==> config.mk <==
export PLATFORM = sky130hd
export DESIGN_NAME = xbi_bus_if
export DESIGN_NICKNAME = d
export VERILOG_FILES = /design/src/xbi_bus_if.v /design/src/xbi_mc_clock.v
export VERILOG_INCLUDE_DIRS = /design/src /design/src/src
export SDC_FILE = /design/constraint.sdc
export NUM_CORES = 1
export LEC_CHECK = 0
export BUFFER_PORTS_ARGS = -buffer_cell sky130_fd_sc_hd__buf_2
export CORE_MARGIN = 2
export CORE_UTILIZATION = 49
export CTS_BUF_LIST = sky130_fd_sc_hd__clkbuf_16
export DETAILED_ROUTE_END_ITERATION = 12
export MAX_ROUTING_LAYER = met4
export PLACE_DENSITY = 0.88
export SYNTH_ARGS = -nofsm -noshare
export SYNTH_HDL_FRONTEND = slang
export SYNTH_HIERARCHICAL = 1
export SYNTH_SLANG_ARGS = --single-unit
export TNS_END_PERCENT = 100
==> constraint.sdc <==
create_clock -name CLK_SYS -period 3.8 [get_ports CLK_SYS]
set_input_delay 0.38 -clock CLK_SYS [delete_from_list [all_inputs] [get_ports CLK_SYS]]
set_output_delay 0.38 -clock CLK_SYS [all_outputs]
set_load 0.02 [all_outputs]
==> src/xbi_defines.vh <==
// Constants for the external bus interface: encodings, timing and reset values.
`ifndef XBI_DEFINES_VH
`define XBI_DEFINES_VH
// Space codes on the request port.
`define XBI_SPACE_PROG 2'h0
`define XBI_SPACE_DATA 2'h1
`define XBI_SPACE_IO 2'h2
`define XBI_SPACE_GLOBAL 2'h3
// Machine cycle length in system clocks, and a derived half period.
`define XBI_MC_DIV 4
`define XBI_MC_HALF (`XBI_MC_DIV / 2)
// Reset values of the strobe, direction and flag outputs.
`define XBI_RST_STROBE_N 1'h1
`define XBI_RST_RNW 1'h1
`define XBI_RST_FLAG 1'h0
// Bus cycle states.
`define XBI_ST_IDLE 2'h0
`define XBI_ST_ADDR 2'h1
`define XBI_ST_WAIT 2'h2
`define XBI_ST_DONE 2'h3
`endif

==> src/xbi_bus_if.v <==
// External memory and I/O bus interface of the signal processor.
`timescale 1ns/100ps
`include "xbi_defines.vh"
module xbi_bus_if #(
   parameter MC_DIV = `XBI_MC_DIV
) (
   // Clock, reset, enable
   input wire CLK_SYS,
   input wire SRST,
   input wire CE,
   // Core request port
   input wire REQ_VALID,
   input wire [1:0] REQ_SPACE,
   input wire REQ_WRITE,
   input wire REQ_INTERNAL,
   input wire REQ_INT_ACKNOWLEDGE,
   input wire [15:0] REQ_ADDR,
   input wire [15:0] REQ_WDATA,
   output reg REQ_BUSY,
   output reg REQ_DONE,
   output reg [15:0] REQ_RDATA,
   // Flag control from the core
   input wire FLAG_SET,
   input wire FLAG_CLR,
   // Bus pins
   input wire READY,
   input wire OUTPUT_FLOAT_N,
   input wire [15:0] DATA_IN,
   output reg [15:0] DATA_OUT,
   output reg DATA_OE,
   output reg [15:0] ADDR_OUT,
   output reg CTRL_OE,
   output reg MACHINE_CYCLE_CLOCK,
   output reg PROGRAM_SPACE_SELECT_N,
   output reg DATA_SPACE_SELECT_N,
   output reg IO_SPACE_SELECT_N,
   output reg BUS_STROBE_N,
   output reg READ_NOT_WRITE,
   output reg READ_SELECT_N,
   output reg WRITE_ENABLE_N,
   output reg GLOBAL_BUS_REQUEST,
   output reg INT_ACKNOWLEDGE,
   output reg EXT_FLAG_OUT
);
   // Bus cycle states.
   localparam [1:0] ST_IDLE = `XBI_ST_IDLE;
   localparam [1:0] ST_ADDR = `XBI_ST_ADDR;
   localparam [1:0] ST_WAIT = `XBI_ST_WAIT;
   localparam [1:0] ST_DONE = `XBI_ST_DONE;

   reg [1:0] state_q;
   reg [1:0] state_d;
   reg take_d;
   reg finish_d;
   reg [1:0] space_q;
   reg write_q;
   reg internal_q;
   reg int_acknowledge_q;
   reg [15:0] wdata_q;
   wire mc_clk;
   wire mc_rise;

   xbi_mc_clock #(
      .DIV(MC_DIV)
   ) u_mc (
      .clk(CLK_SYS),
      .srst(SRST),
      .ce(CE),
      .mc_clk_q(mc_clk),
      .mc_rise_q(mc_rise)
   );

   // One-hot space decode keeps the selects mutually exclusive.
   function [2:0] sel_n;
      input [1:0] sp;
      input ext;
      begin
         sel_n = 3'h7;
         if (ext) begin
            if (sp == `XBI_SPACE_PROG) begin
               sel_n = 3'h6;
            end else if (sp == `XBI_SPACE_IO) begin
               sel_n = 3'h3;
            end else begin
               sel_n = 3'h5;
            end
         end
      end
   endfunction

   // Next-state logic is kept apart from the pin registers so each transition has one definition.
   always @* begin
      state_d = state_q;
      take_d = 1'b0;
      finish_d = 1'b0;
      case (state_q)
         ST_IDLE: begin
            // Requests are taken only at a machine cycle boundary.
            if (REQ_VALID && mc_rise) begin
               take_d = 1'b1;
               state_d = ST_ADDR;
            end
         end
         ST_ADDR: begin
            state_d = ST_WAIT;
         end
         ST_WAIT: begin
            // Ready is sampled at each machine cycle end except on internal accesses; low costs one more cycle.
            if (mc_rise && (READY || internal_q)) begin
               finish_d = 1'b1;
               state_d = ST_DONE;
            end
         end
         default: begin
            state_d = ST_IDLE;
         end
      endcase
   end

   always @(posedge CLK_SYS) begin
      if (SRST) begin
         state_q <= ST_IDLE;
         space_q <= 2'h0;
         write_q <= 1'b0;
         internal_q <= 1'b0;
         int_acknowledge_q <= 1'b0;
         wdata_q <= 16'h0000;
         REQ_BUSY <= 1'b0;
         REQ_DONE <= 1'b0;
         REQ_RDATA <= 16'h0000;
         DATA_OUT <= 16'h0000;
         DATA_OE <= 1'b0;
         ADDR_OUT <= 16'h0000;
         CTRL_OE <= 1'b0;
         MACHINE_CYCLE_CLOCK <= 1'b0;
         PROGRAM_SPACE_SELECT_N <= `XBI_RST_STROBE_N;
         DATA_SPACE_SELECT_N <= `XBI_RST_STROBE_N;
         IO_SPACE_SELECT_N <= `XBI_RST_STROBE_N;
         BUS_STROBE_N <= `XBI_RST_STROBE_N;
         READ_NOT_WRITE <= `XBI_RST_RNW;
         READ_SELECT_N <= `XBI_RST_STROBE_N;
         WRITE_ENABLE_N <= `XBI_RST_STROBE_N;
         GLOBAL_BUS_REQUEST <= 1'b0;
         INT_ACKNOWLEDGE <= 1'b0;
         EXT_FLAG_OUT <= `XBI_RST_FLAG;
      end else if (CE) begin
         REQ_DONE <= 1'b0;
         state_q <= state_d;
         MACHINE_CYCLE_CLOCK <= mc_clk;
         // Float input removes the address and control drivers one clock later.
         // Limitation: DATA_OE follows the bus cycle only, so the pad ring must also qualify it with CTRL_OE.
         CTRL_OE <= OUTPUT_FLOAT_N;
         // Set takes precedence so a simultaneous set and clear leaves the flag high.
         if (FLAG_SET) begin
            EXT_FLAG_OUT <= 1'b1;
         end else if (FLAG_CLR) begin
            EXT_FLAG_OUT <= 1'b0;
         end
         case (state_q)
            ST_IDLE: begin
               if (take_d) begin
                  REQ_BUSY <= 1'b1;
                  space_q <= REQ_SPACE;
                  write_q <= REQ_WRITE;
                  internal_q <= REQ_INTERNAL && (REQ_SPACE == `XBI_SPACE_IO);
                  int_acknowledge_q <= REQ_INT_ACKNOWLEDGE;
                  wdata_q <= REQ_WDATA;
                  // Address, select and direction are latched once per access.
                  ADDR_OUT <= REQ_ADDR;
                  {IO_SPACE_SELECT_N, DATA_SPACE_SELECT_N, PROGRAM_SPACE_SELECT_N} <=
                     sel_n(REQ_SPACE, 1'b1);
                  READ_NOT_WRITE <= ~REQ_WRITE;
                  GLOBAL_BUS_REQUEST <= (REQ_SPACE == `XBI_SPACE_GLOBAL);
                  INT_ACKNOWLEDGE <= REQ_INT_ACKNOWLEDGE;
               end
            end
            ST_ADDR: begin
               // Internal register accesses show select and direction but no strobes.
               if (!internal_q) begin
                  BUS_STROBE_N <= 1'b0;
                  READ_SELECT_N <= write_q;
                  WRITE_ENABLE_N <= ~write_q;
               end
               DATA_OUT <= wdata_q;
               DATA_OE <= write_q;
            end
            ST_WAIT: begin
               if (finish_d) begin
                  REQ_RDATA <= DATA_IN;
                  BUS_STROBE_N <= 1'b1;
                  READ_SELECT_N <= 1'b1;
                  // Rising edge here is where the far side latches write data.
                  WRITE_ENABLE_N <= 1'b1;
               end
            end
            default: begin
               DATA_OE <= 1'b0;
               {IO_SPACE_SELECT_N, DATA_SPACE_SELECT_N, PROGRAM_SPACE_SELECT_N} <= sel_n(space_q, 1'b0);
               READ_NOT_WRITE <= 1'b1;
               GLOBAL_BUS_REQUEST <= 1'b0;
               INT_ACKNOWLEDGE <= 1'b0;
               REQ_BUSY <= 1'b0;
               REQ_DONE <= 1'b1;
            end
         endcase
      end
   end
endmodule // xbi_bus_if

==> src/xbi_mc_clock.v <==
// Machine cycle clock divider with a one-cycle pulse at each rising edge.
`timescale 1ns/100ps
`include "xbi_defines.vh"
module xbi_mc_clock #(
   parameter DIV = `XBI_MC_DIV
) (
   input wire clk,
   input wire srst,
   input wire ce,
   output reg mc_clk_q,
   output reg mc_rise_q
);
   reg [7:0] cnt_q;

   always @(posedge clk) begin
      if (srst) begin
         cnt_q <= 8'h00;
         mc_clk_q <= 1'b0;
         mc_rise_q <= 1'b0;
      end else if (ce) begin
         if (cnt_q == DIV[7:0] - 8'h01) begin
            cnt_q <= 8'h00;
         end else begin
            cnt_q <= cnt_q + 8'h01;
         end
         // Each machine cycle begins on the rising edge of the divided clock.
         mc_rise_q <= (cnt_q == DIV[7:0] - 8'h01);
         mc_clk_q <= (cnt_q == DIV[7:0] - 8'h01) || (cnt_q < (DIV[7:0] >> 1) - 8'h01);
      end
   end
endmodule // xbi_mc_clock

* After elaboration in Yosys (flattened, before gate mapping) *
Cells that the tools add are included.
W data, S select, Z words.

storage, ports and cells
  bits of input ports = 61
  output and inout bits = 63
  bits in registers = 93
  word-level logic and storage cells = 96

cells by class
  reduce and logical (&&, ||, !) cells = 20
  order comparisons = 1
  equality and inequality tests = 10
  mux-type cells = 35
  bitwise logic cells = 4
  add/sub/neg operators = 1

operators with widths
  cell                   count
  $pmux W1 S2            11
  $mux W1                18
  $reduce_and A3 Y1      4
  $ne A2 B2 Y1 const B   5
  $add A8 B1 Y8 const B  1
  $eq A8 B2 Y1 const B   1
  $lt A8 B1 Y1 const B   1
  $mux W8                1
  $eq A2 B2 Y1 const B   3
  $mux W3                2
  $pmux W2 S3            1
  $reduce_and A2 Y1      3
  $logic_not A2 Y1       2
  $mux W2                2
  $not A1 Y1             4
  $reduce_and A4 Y1      1
  $reduce_bool A2 Y1     2
  $reduce_or A2 Y1       2
  $logic_and A1 B1 Y1    3
  $reduce_or A3 Y1       1
  $eq A2 B1 Y1 const B   1
  $logic_or A1 B1 Y1     2

* Longest topological paths before layout *
  depth after elaboration = 6
  gate-level depth with buffers = 7

* Cells and area by module *
Netlist, hierarchy kept.

by module, submodules not included
  module        area each (um2)  instances  cells an instance
  xbi_bus_if    3,076.7          1          369
  xbi_mc_clock  459.2            1          51

* Worst setup path after synthesis *
OpenSTA, ideal clock, no wires.

  kind = flip-flop to flip-flop
  start point = reg state_q[0]
  end point = reg BUS_STROBE_N
  arrival time = 1.479 ns
  setup time = 0.122 ns
  cell stages (with the launch flop) = 6
  path slack = 2.199 ns
  buffers on the path = 0
  required time = 3.678 ns
  cell sequence = dfxtp_1 inv_1 ha_1 a21boi_1 o32a_1 a221o_1

on the way
  cells in the longest elaborated chain, start to end = 4

RTL lines
  what                         RTL line                           text
  start: declaration           xbi_bus_if.v:51                    reg [1:0] state_q;
  start signal: assignment     xbi_bus_if.v:148                   state_q <= state_d;
  $eq A2 B2 Y1                 xbi_bus_if.v:96, xbi_bus_if.v:159
  $mux W1                      xbi_bus_if.v:96                    case (state_q)
  $ne A2 B2 Y1 (no line)       -
  $reduce_and A4 Y1 (no line)  -
  end signal: assignment       xbi_bus_if.v:139                   BUS_STROBE_N <= `XBI_RST_STROBE_N;
  end: declaration             xbi_bus_if.v:37                    output reg BUS_STROBE_N,

Several ways; a longest one is shown, not always the timed one.
A chain may end at the register's enable or synchronous reset.

* Worst setup path in the final report *
  start point = reg state_q[0]
  end point = reg ADDR_OUT[9]

on the way
  cells in the longest elaborated chain, start to end = 3

RTL lines
  what                           RTL line                           text
  $logic_not A2 Y1 *             xbi_bus_if.v:96, xbi_bus_if.v:159
  $mux W1                        xbi_bus_if.v:96
  $reduce_and A3 Y1 (no line) *  -
  end signal: assignment         xbi_bus_if.v:133                   ADDR_OUT <= 16'h0000;
  end signal: assignment         xbi_bus_if.v:169                   ADDR_OUT <= REQ_ADDR;
  end: declaration               xbi_bus_if.v:31                    output reg [15:0] ADDR_OUT,

Mark *: on every way between the ends. The rest lies on a longest branch, timed or not.

==> results.toml <==
[run_status]
status = "finished, final reports clean"

[layout]
nets = 596
register_area_um2 = 1860
fillers = 636
drive_gt1_frac = 0.279
multi_input_area_um2 = 1500
syn2layout_area_growth_pct = 25.7
diodes = 0

[sta]
drv_slew = 0
hold_viol = 0
rsz0062_at_grt = "no"
skew_ns = 0.00440
fin_crit_sh = 0.569
whs_ns = 0.266
tightest_slew_ns = 1.17
fmax_mhz = 463
tns_ns = 0
setup_viol = 0
min_period_ns = 2.16
maxSlewHeadroom = 0.217

[logic_synthesis]
synth_edf_count = 0
yosys.area.top_type = "dfxtp_1"
synth_common_cells = "140 x nand2_1, 93 x dfxtp_1, 74 x a21oi_1"
syn_nets = 487
yosysWarnings = 6
ys_types = 50
synth_area_leaders = "dfxtp_1 53%, nand2_1 15%, a21oi_1 10%"
postSynthRegisterBits = 93
synth_flop_cell = "dfxtp_1"
synth_area_um2 = 3540
post-synth-top-area-fraction = 0.527
ys_seq_area_frac = 0.527
syn_inst = 420
syn-mean-instance-area_um2 = 8.42
yosysMostFrequentCell = "nand2_1"
async_flop_share = 0

[critical_path]
critPathRequiredTime_ns = 4.05
crit_arrival_ns = 2.41
crit_family = "simple AND/OR/NAND/NOR gates"
cp-start-kind = "register"
cp-startpoint = "state_q[0]"
crit_buf_inv = 1
worst_setup_path_end_kind = "register"
rrSetupSlack_ns = 1.64
slowest_delay_ns = 1.02
cpMaxStageDelayCell = "and4_1"
worst-setup-path-type = "register to register"
crit_chain = "inv_1 -> ha_1 -> and4_1 -> nand2_1 -> a21oi_1"
r2r_cells = 5
rr_endpoint = "ADDR_OUT[9]"
timing.rr.start = "state_q[0]"
critPathMaxFanout = 34

[pwr]
p_sw_mw = 0.420
p_per_area_nw_per_um2 = 438
swShare = 0.216
p_clk_frac = 0.451
p_leak_nw = 1.84
peakVddDrop_mv = 0.394
p_seq_frac = 0.506
p_int_mw = 1.53
pwr-share-comb = 0.043

[worst_hold_path]
min_path_type = "input port to register"
hold_depth = 2
hold_start = "REQ_INT_ACKNOWLEDGE"
holdPathEnd = "INT_ACKNOWLEDGE"

[die]
die_h_um = 88.9
initial_core_util = 0.512
io_pins = 124
die_x_um = 88.9
die-area_um2 = 7910
coreArea_um2 = 6910
rows = 30

[detailed_routing]
remaining_drc_errors = 0
ant_nets = 0
drtPass1Iterations = 4
wl_um = 8310
drtIter0Drc = 182
wl_per_cell_um = 13.2
dr_total_vias = 3204
routed_via_density = 5.09

[clock_tree]
cts_setup_buffers = 0
clk_pin_slew_ns = 0.06
h-tree-depth = 3
cts.sinks = 93
tritoncts = "yes"
cts_buffers = 9
cts_root_buf = "clkbuf_16"
cts_hold_buf = 0
clk_latency_ns = 0.33
clock_path_buffers = 2
post_cts_resized = 0

[place]
dpl.hpwl_um = 5810
io_buffer_count = 123
gp_congestion = 0.788

[job]
maxCapViolCount = 0

[grt]
grt_pass1_wl_um = 13200
first_global_vias = 2964
gr-total-overflow = 0
grt_max_degree = 52
antenna_found_initial = 0
grtUsageTotal = 0.218
-- stage by stage --
step / power [mW] / worst slack, ns / utilization / cells / cell area, µm²
after floorplan: 1.05 / 2.20 / - / 420 / 3540
after global routing: 2.02 / 1.38 / 0.643 / 630 / 4440
after global placement: 1.09 / 1.49 / 0.600 / 614 / 4150
after CTS: 1.96 / 1.62 / 0.643 / 630 / 4440
after detailed placement: 1.09 / 1.45 / 0.600 / 614 / 4150
final: 1.95 / 1.64 / 0.643 / 630 / 4440
-- worst max path at each step --
stage / to / depth (start not counted)
after detailed placement: internal_q / 4
after CTS: internal_q / 5
final: ADDR_OUT[9] / 5
after floorplan: BUS_STROBE_N / 5
after global routing: internal_q / 5
after global placement: internal_q / 4
-- cell usage in the layout, fill, tap and decap left out, types with 2 or more instances in the layout --
cell	n
a2bb2oi_1	4
inv_1	8
xor2_1	2
nand4_2	2
nand2b_1	2
mux2i_1	6
buf_4	2
a21oi_1	74
nor2_1	14
nand4_1	4
clkbuf_16	9
clkinvlp_4	3
o21ai_0	5
a22oi_1	2
dfxtp_1	93
or3_2	2
ha_1	6
buf_2	123
nand2_1	140
-- registers in the layout, summed over array words and instances (netlist names), 2 cells and up --
name and cells:
u_mc/cnt_q 8, DATA_OUT 16, wdata_q 16, ADDR_OUT 16, state_q 2, REQ_RDATA 16
-- worst register-to-register path: stages, from the launching register on --
cell     delay, ns
dfxtp_1       0.35
inv_1         0.11
ha_1          0.27
and4_1        1.02
nand2_1       0.15
a21oi_1       0.18
-- per-layer routing --
metal  part of all wire  vias up  GRT usage  wire length, µm
met3              0.057       10     0.0757              470
met4              0.013        0     0.0597              105
li1                   -     1625          -                -
met5                  0        -          -                0
met1               0.40     1467      0.240             3350
met2               0.53      102      0.375             4380
-- cell families after synthesis --
family | Yosys count | share of synthesized area
compound gates | 103 | 0.173
buf+inv | 35 | 0.0485
simple gates | 174 | 0.207
mux | 6 | 0.0170
xor+xnor | 3 | 0.00743
fa+ha+maj | 6 | 0.0212
flops | 93 | 0.527
-- power groups by stage --
stage / logic, mW / registers [mW] / clock network (mW)
5_1_grt: 0.0936 / 0.987 / 0.939
3_5_place_dp: 0.0835 / 1.01 / 0
4_1_cts: 0.0844 / 0.986 / 0.893
2_1_floorplan: 0.0395 / 1.01 / 0
3_3_place_gp: 0.0818 / 1.01 / 0
6_report: 0.0841 / 0.986 / 0.878
-- final cells by class --
cell class,instances,area share
Timing Repair Buffer,125,0.142
Tap cell,96,0.0270
Inverter,8,0.00676
Clock inverter,7,0.0166
Clock buffer,9,0.0507
Sequential cell,93,0.419
Multi-Input combinational cell,292,0.338
No activity file was read; power rests on OpenSTA's default activity.
